## src/hw/pcr_pkg.sv

```systemverilog
// Constants for the capacitance and class readback register bank
package pcr_pkg;
  localparam int DATA_W = 8;
  localparam int NIB_W = 4;
  localparam int CH_NUM = 4;
  // Command codes
  localparam logic [7:0] CMD_CH2_CAP = 8'h49;
  localparam logic [7:0] CMD_CH3_CAP = 8'h4a;
  localparam logic [7:0] CMD_CH4_CAP = 8'h4b;
  localparam logic [7:0] CMD_CH1_CLASS = 8'h4c;
  localparam logic [7:0] CMD_CH2_CLASS = 8'h4d;
  localparam logic [7:0] CMD_CH3_CLASS = 8'h4e;
  localparam logic [7:0] CMD_CH4_CLASS = 8'h4f;
  localparam logic [7:0] RESET_VALUE = 8'h00;
  localparam logic [7:0] UNMAPPED_VALUE = 8'h00;
  // Capacitance step in nanofarads and usable range in microfarads
  localparam int CAP_STEP_NF = 50;
  localparam int CAP_MIN_UF = 1;
  localparam int CAP_MAX_UF = 12;
  // Class codes
  localparam logic [3:0] CLS_UNKNOWN = 4'h0;
  localparam logic [3:0] CLS_1 = 4'h1;
  localparam logic [3:0] CLS_3 = 4'h3;
  localparam logic [3:0] CLS_4 = 4'h4;
  localparam logic [3:0] CLS_0_PREV = 4'h6;
  localparam logic [3:0] CLS_5_SS = 4'h8;
  localparam logic [3:0] CLS_8_SS = 4'hb;
  localparam logic [3:0] CLS_5_DS = 4'hd;
  // Field positions in a class register
  localparam int GRANT_LSB = 4;
  localparam int EARLIER_LSB = 0;
endpackage : pcr_pkg

```

## src/hw/pcr_class_chan.sv

```systemverilog
// One channel of capacitance and class result storage
`timescale 1ns/10ps
module pcr_class_chan (
  // Clock and reset
  input wire logic i_clock,
  input wire logic i_sys_rst,
  // Results from the measurement engines
  input wire logic i_cap_valid,
  input wire logic [7:0] i_cap_count,
  input wire logic i_grant_valid,
  input wire logic [3:0] i_grant_class,
  input wire logic i_grant_was_class0,
  input wire logic i_earlier_valid,
  input wire logic [3:0] i_earlier_class,
  input wire logic i_earlier_is_class0,
  input wire logic i_semi_auto,
  input wire logic i_signature_probe_enable,
  input wire logic i_class_enable,
  input wire logic i_turn_off,
  // Stored values
  output logic [7:0] o_cap_count,
  output logic [7:0] o_class_report
);
  logic [3:0] granted_class_nibble;
  logic [3:0] earlier_class_nibble;
  logic [3:0] grant_code;
  logic [3:0] earlier_code;
  logic grant_legal;
  logic earlier_legal;
  logic earlier_allowed;

  // Class 0 at discovery is granted as class 3
  assign grant_code = i_grant_was_class0 ? pcr_pkg::CLS_3 : i_grant_class;
  // Reserved codes never reach the register
  assign grant_legal = (grant_code <= pcr_pkg::CLS_4) ||
    ((grant_code >= pcr_pkg::CLS_5_SS) && (grant_code <= pcr_pkg::CLS_8_SS)) ||
    (grant_code == pcr_pkg::CLS_5_DS);
  assign earlier_code = i_earlier_is_class0 ? pcr_pkg::CLS_0_PREV
    : i_earlier_class;
  assign earlier_legal = (earlier_code <= pcr_pkg::CLS_4) ||
    (earlier_code == pcr_pkg::CLS_0_PREV) ||
    ((earlier_code >= pcr_pkg::CLS_5_SS) &&
     (earlier_code <= pcr_pkg::CLS_8_SS)) ||
    (earlier_code == pcr_pkg::CLS_5_DS);
  // Only semi-auto with ongoing discovery gives a meaningful earlier class
  assign earlier_allowed = i_semi_auto && i_signature_probe_enable &&
    i_class_enable;

  // Turn-off does not touch the count; only a new result or a system reset replaces it
  always_ff @(posedge i_clock) begin
    if (i_sys_rst) begin
      o_cap_count <= pcr_pkg::RESET_VALUE;
    end else if (i_cap_valid) begin
      o_cap_count <= i_cap_count;
    end
  end

  // Turn-off wins over a result arriving in the same cycle
  always_ff @(posedge i_clock) begin
    if (i_sys_rst || i_turn_off) begin
      granted_class_nibble <= pcr_pkg::CLS_UNKNOWN;
      earlier_class_nibble <= pcr_pkg::CLS_UNKNOWN;
    end else begin
      if (i_grant_valid && grant_legal) begin
        granted_class_nibble <= grant_code;
      end
      if (i_earlier_valid && earlier_legal && earlier_allowed) begin
        earlier_class_nibble <= earlier_code;
      end
    end
  end

  assign o_class_report = {granted_class_nibble, earlier_class_nibble};
endmodule : pcr_class_chan

```

## src/hw/pcr_readback.sv

```systemverilog
// Capacitance and class readback register bank, command-code read port
// Behaviour
// - Capacitance register holds latest eight-bit count
// - Count times 0.05 uF, one to twelve uF
// - Capacitance kept when channel powers off
// - Channel 3/4 capacitance read-only at 4Ah, 4Bh
// - Class registers 4Ch-4Fh read-only, reset zero
// - Upper nibble granted class, lower earlier class
// - Lower nibble holds previous classification result
// - Turn-off clears both class nibbles
// - Granted class codes; reserved codes never reported
// - Earlier codes same, 0110 means class 0
// - Class 0 signature reported as class 3
// - Earlier class valid only semi-auto, probe+class enabled
`timescale 1ns/10ps
module pcr_readback #(
  parameter int CH_NUM = pcr_pkg::CH_NUM
) (
  // Clock and reset
  input wire logic i_clock,
  input wire logic i_sys_rst,
  // Command read and write port from the serial slave
  input wire logic i_rd_strobe,
  input wire logic i_wr_strobe,
  input wire logic [7:0] i_cmd_code,
  input wire logic [7:0] i_wr_data,
  output logic [7:0] o_rd_data,
  output logic o_rd_valid,
  output logic o_cmd_hit,
  output logic o_wr_refused,
  // Measurement results, one bit or slice per channel (index 0 = channel 1)
  input wire logic [CH_NUM-1:0] i_cap_valid,
  input wire logic [CH_NUM*8-1:0] i_cap_count,
  input wire logic [CH_NUM-1:0] i_grant_valid,
  input wire logic [CH_NUM*4-1:0] i_grant_class,
  input wire logic [CH_NUM-1:0] i_grant_was_class0,
  input wire logic [CH_NUM-1:0] i_earlier_valid,
  input wire logic [CH_NUM*4-1:0] i_earlier_class,
  input wire logic [CH_NUM-1:0] i_earlier_is_class0,
  // Channel mode and enables
  input wire logic [CH_NUM-1:0] i_semi_auto,
  input wire logic [CH_NUM-1:0] i_signature_probe_enable,
  input wire logic [CH_NUM-1:0] i_class_enable,
  input wire logic [CH_NUM-1:0] i_turn_off
);
  logic [CH_NUM*8-1:0] cap_regs;
  logic [CH_NUM*8-1:0] class_regs;
  logic [7:0] next_rd_data;
  logic hit_cap;
  logic hit_class;

  // Count is stored raw; the step of CAP_STEP_NF is applied by software
  genvar g;
  generate
    for (g = 0; g < CH_NUM; g = g + 1) begin : g_chan
      pcr_class_chan u_chan (
        .i_clock(i_clock),
        .i_sys_rst(i_sys_rst),
        .i_cap_valid(i_cap_valid[g]),
        .i_cap_count(i_cap_count[g*8 +: 8]),
        .i_grant_valid(i_grant_valid[g]),
        .i_grant_class(i_grant_class[g*4 +: 4]),
        .i_grant_was_class0(i_grant_was_class0[g]),
        .i_earlier_valid(i_earlier_valid[g]),
        .i_earlier_class(i_earlier_class[g*4 +: 4]),
        .i_earlier_is_class0(i_earlier_is_class0[g]),
        .i_semi_auto(i_semi_auto[g]),
        .i_signature_probe_enable(i_signature_probe_enable[g]),
        .i_class_enable(i_class_enable[g]),
        .i_turn_off(i_turn_off[g]),
        .o_cap_count(cap_regs[g*8 +: 8]),
        .o_class_report(class_regs[g*8 +: 8])
      );
    end
  endgenerate

  assign hit_cap = (i_cmd_code == pcr_pkg::CMD_CH2_CAP) ||
    (i_cmd_code == pcr_pkg::CMD_CH3_CAP) ||
    (i_cmd_code == pcr_pkg::CMD_CH4_CAP);
  assign hit_class = (i_cmd_code >= pcr_pkg::CMD_CH1_CLASS) &&
    (i_cmd_code <= pcr_pkg::CMD_CH4_CLASS);

  // Pure read mux: nothing in the bank changes on a read
  always_comb begin
    if (i_cmd_code == pcr_pkg::CMD_CH2_CAP) begin
      next_rd_data = cap_regs[15:8];
    end else if (i_cmd_code == pcr_pkg::CMD_CH3_CAP) begin
      next_rd_data = cap_regs[23:16];
    end else if (i_cmd_code == pcr_pkg::CMD_CH4_CAP) begin
      next_rd_data = cap_regs[31:24];
    end else if (i_cmd_code == pcr_pkg::CMD_CH1_CLASS) begin
      next_rd_data = class_regs[7:0];
    end else if (i_cmd_code == pcr_pkg::CMD_CH2_CLASS) begin
      next_rd_data = class_regs[15:8];
    end else if (i_cmd_code == pcr_pkg::CMD_CH3_CLASS) begin
      next_rd_data = class_regs[23:16];
    end else if (i_cmd_code == pcr_pkg::CMD_CH4_CLASS) begin
      next_rd_data = class_regs[31:24];
    end else begin
      next_rd_data = pcr_pkg::UNMAPPED_VALUE;
    end
  end

  always_ff @(posedge i_clock) begin
    if (i_sys_rst) begin
      o_rd_data <= pcr_pkg::RESET_VALUE;
      o_rd_valid <= 1'b0;
      o_cmd_hit <= 1'b0;
      o_wr_refused <= 1'b0;
    end else begin
      o_rd_valid <= i_rd_strobe;
      o_cmd_hit <= (i_rd_strobe || i_wr_strobe) && (hit_cap || hit_class);
      // Writes are dropped; the data byte is ignored
      o_wr_refused <= i_wr_strobe && (hit_cap || hit_class);
      if (i_rd_strobe) begin
        o_rd_data <= next_rd_data;
      end
    end
  end
endmodule : pcr_readback

```

## config.mk

```make
export PLATFORM = sky130hd
export DESIGN_NAME = pcr_readback
export DESIGN_NICKNAME = d
export VERILOG_FILES = /design/src/hw/pcr_pkg.sv /design/src/hw/pcr_class_chan.sv /design/src/hw/pcr_readback.sv
export SDC_FILE = /design/constraint.sdc
export NUM_CORES = 1
export LEC_CHECK = 0
export ABC_AREA = 1
export BUFFER_PORTS_ARGS = -buffer_cell sky130_fd_sc_hd__buf_4
export CAP_MARGIN = 15
export CORE_ASPECT_RATIO = 0.7
export CORE_MARGIN = 5
export CORE_UTILIZATION = 48
export DETAILED_ROUTE_END_ITERATION = 12
export PLACE_DENSITY_LB_ADDON = 0.12
export SLEW_MARGIN = 20
export SYNTH_ARGS = -nofsm -noshare
export SYNTH_HDL_FRONTEND = slang
export SYNTH_SLANG_ARGS = --single-unit
export TNS_END_PERCENT = 30
```

## constraint.sdc

```tcl
create_clock -name i_clock -period 1.63 [get_ports i_clock]
set_clock_uncertainty 0.05 [all_clocks]
set_input_delay 0.326 -clock i_clock [delete_from_list [all_inputs] [get_ports i_clock]]
set_output_delay 0.326 -clock i_clock [all_outputs]
set_load 0.01 [all_outputs]
```

==> run metrics <==
number of different library cells in the post-synthesis netlist=31; share of synthesized area occupied by flip-flops and latches=around two fifths; initial standard-cell utilization of the core=slightly below 50%; worst min-delay path class=primary input to flop; number of clock buffers inserted by TritonCTS=9; per-instance average area after synthesis=6.779 um2; total standard cell area after synthesis=~3200 um2; RSZ-0062 raised after global routing=no; Root Driver=clkbuf_8; Pwr Density=849.5 nW/um2; count of nets after finishing=between 700 and 800; initial antenna violation count=0; EDFF count, synth=0; Syn. warnings=0; number of setup violations in the final report=0; endpoint class of the critical path=flop; post-synthesis sequential element count=67; Initial DRC Count=slightly below 200; cell seen most often among critical-path stages=nand2_1; predominant post-synthesis flop cell=dfxtp_1; status=complete, no violations; clock transition at the registers of the reported paths=approximately 0.080 ns; Slew @ Worst Pin=roughly 0.39 ns; maximum fanout along the worst path=23; CTS tree=built; DIE HEIGHT=78.60 um; Port Buffers=between 100 and 150; logic depth of the worst register-to-register path=6; row count=25; remaining design rule violation count=0; post-synthesis instance total=between 400 and 500; max_slew headroom=about 74%; Max-cap violations=0; fill cell instance count of the final layout=roughly 620; area used by multi-input combinational logic=roughly 1600 um2; register-to-register path setup slack=between 0.5 and 0.6 ns; top cells by area in the synthesized netlist=dfxtp_1 42%, nor2_1 12%, o21ai_0 9.3%; worst hold margin=0.1473 ns; Slowest cell on crit path=buf_4; half-perimeter wire length of the detailed placement result=approximately 7000 um; delay of the slowest cell on the worst path=~0.27 ns; critical path start-end classification=primary input to flop; grt ovf=0; leakage power figure=around 2.1 nW; synthesized netlist net count=just under 600; Worst VDD drop=between 0.6 and 0.7 mV; total of hold buffers inserted after clock tree synthesis=0; total detailed-routing wirelength=around 8600 um; post-CTS setup buffer count=0; most used standard cell by instance count after synthesis=nor2_1; routed vias/inst=about 4.8; fraction of registers with async set/reset=0%; antenna-violating nets left=0; first-pass GRT wire length=14520 um; most area-hungry cell type in the Yosys netlist=dfxtp_1; share of the synthesized area in the top cell type=41.57%; per-cell routed wire length=approximately 12 um; top cells by count, synth=107 x nor2_1, 67 x dfxtp_1, 60 x o21ai_0; sink count of the clock tree=67; TNS Setup=0 ns; Floorplan Core Area=around 6600 um2; share of final-layout standard cells stronger than drive strength 1=between 20% and 30%; floorplan die area=approximately 8500 um2; Synth-to-Final Area Change=36.60%; Worst Hold Depth=3; Placer Congestion=0.8649; final cycle utilization of the critical path=between 70% and 80%; Max Slew Vio Count=0; post_cts resized=0; crit path time final=1.294 ns; worst-skew pair later-pin latency=0.35 ns; pin count of the biggest net entering global routing=26; setup slack at placement=-0.02078 ns; die extent in x=108 um; final worst slack=approximately 0.34 ns; timing-limited maximum frequency=between 0.7 and 0.8 GHz; Design Power=about 0.0037 W; # IOs=131; vias in the first global route=~3.2k; Cell Chain, Critical Path=buf_4, inv_1, nand2_1, nor2_2, buf_4, and2_1, nand2_1, nand3_1, nor2_1, nand3_1, nand2_1, inv_1; Data arrival, critical path=around 1.6 ns; router iterations before antenna repair=4; CP Data Required Time=about 1.9 ns; vias after detailed routing=3358; total inserted antenna cells=0; total count of hold-check failures in the final report=0; GRT Util Overall=a little over a fifth; H-tree levels=3; final core area utilization=66.47%; kind of launch point of the worst setup path=primary input; clock tree buffer depth=2; area taken by flip-flops and latches=1341 um2
==> placed cells by master (no fill, tap or decap), types with 3 or more instances in the layout <==
cell type   netlist  final
clkbuf_8          0      9
or2_2             4      4
nor3_1            4      4
nand2_1          58     58
buf_4             1    118
nor3_2            3      3
a31oi_1           3      3
nand3_1          43     43
nand2_2           4      4
a22oi_1           3      3
clkinvlp_4        0      3
nor2_4            4      4
inv_1            59     59
dfxtp_1          67     67
o211a_1           3      3
o21ai_0          60     60
a21oi_1          22     22
nand4_1           6      6
nor2_1          107    107
a211oi_1          4      4
==> area by class of cell <==
cell class	instances	area share, %
clock buffer	9	2.810
inverter	63	5.365
tap	94	2.668
clock inverter	7	2.100
sequential	67	30.43
multi-input combinational	339	36.53
timing repair buffer	118	20.10
==> sequential cells by signal, indices dropped and copies added (netlist names) <==
register / cells
g_chan.u_chan.earlier_class_nibble: 16
g_chan.u_chan.granted_class_nibble: 16
g_chan.u_chan.o_cap_count: 24
o_cmd_hit: 1
o_rd_data: 8
o_rd_valid: 1
o_wr_refused: 1
==> report_power, final <==
group / leakage, nW / internal [W] / switching, W / total [W]
clock network: 0.101 / 0.000854 / 0.000637 / 0.00149
logic: 1.47 / 0.000259 / 0.000245 / 0.000504
registers: 0.550 / 0.00171 / 0.0000400 / 0.00175
total: 2.12 / 0.00282 / 0.000922 / 0.00374
==> stage by stage <==
| stage | area (um2) | instances |
|---|---|---|
| after floorplan | 3227 | 476 |
| after global placement | 4192 | 681 |
| after detailed placement | 4192 | 681 |
| after CTS | 4408 | 697 |
| after global routing | 4408 | 697 |
| final | 4408 | 697 |
==> worst max-delay path, delay by kind of cell <==
family / cells / cell delay, ns
AND/OR/NAND/NOR: 8 / 0.76
buffers and inverters: 4 / 0.45
==> routing by layer <==
layer / vias to the layer above / part of all wire, % / routed length (um) / GRT usage [%]
li1: 1795 / - / - / -
met1: 1449 / 50 / 4307 / 30.27
met2: 109 / 40 / 3460 / 30.96
met3: 5 / 9.2 / 788 / 7.395
met4: 0 / 0.65 / 56 / 5.549
met5: - / 0 / 0 / 0
==> kinds of logic (layout without fill, tap and decap cells) <==
family | Yosys count | in the layout | share of synthesized area (%)
AND/OR/NAND/NOR | 237 | 237 | 32.30
AO/OA/AOI/OAI | 101 | 101 | 17.33
buffers and inverters | 70 | 197 | 8.530
flip-flops | 67 | 67 | 41.57
XOR/XNOR | 1 | 1 | 0.2715
==> final timing paths <==
path                                       startpoint                                        to
max                                     i_cmd_code[7]                              o_rd_data[7]
min reg2reg  g_chan[1].u_chan.granted_class_nibble[0]  g_chan[1].u_chan.granted_class_nibble[0]
max reg2reg  g_chan[3].u_chan.earlier_class_nibble[2]                              o_rd_data[2]
min                                    i_cap_count[8]           g_chan[1].u_chan.o_cap_count[0]
No activity file was read; power rests on OpenSTA's default activity.
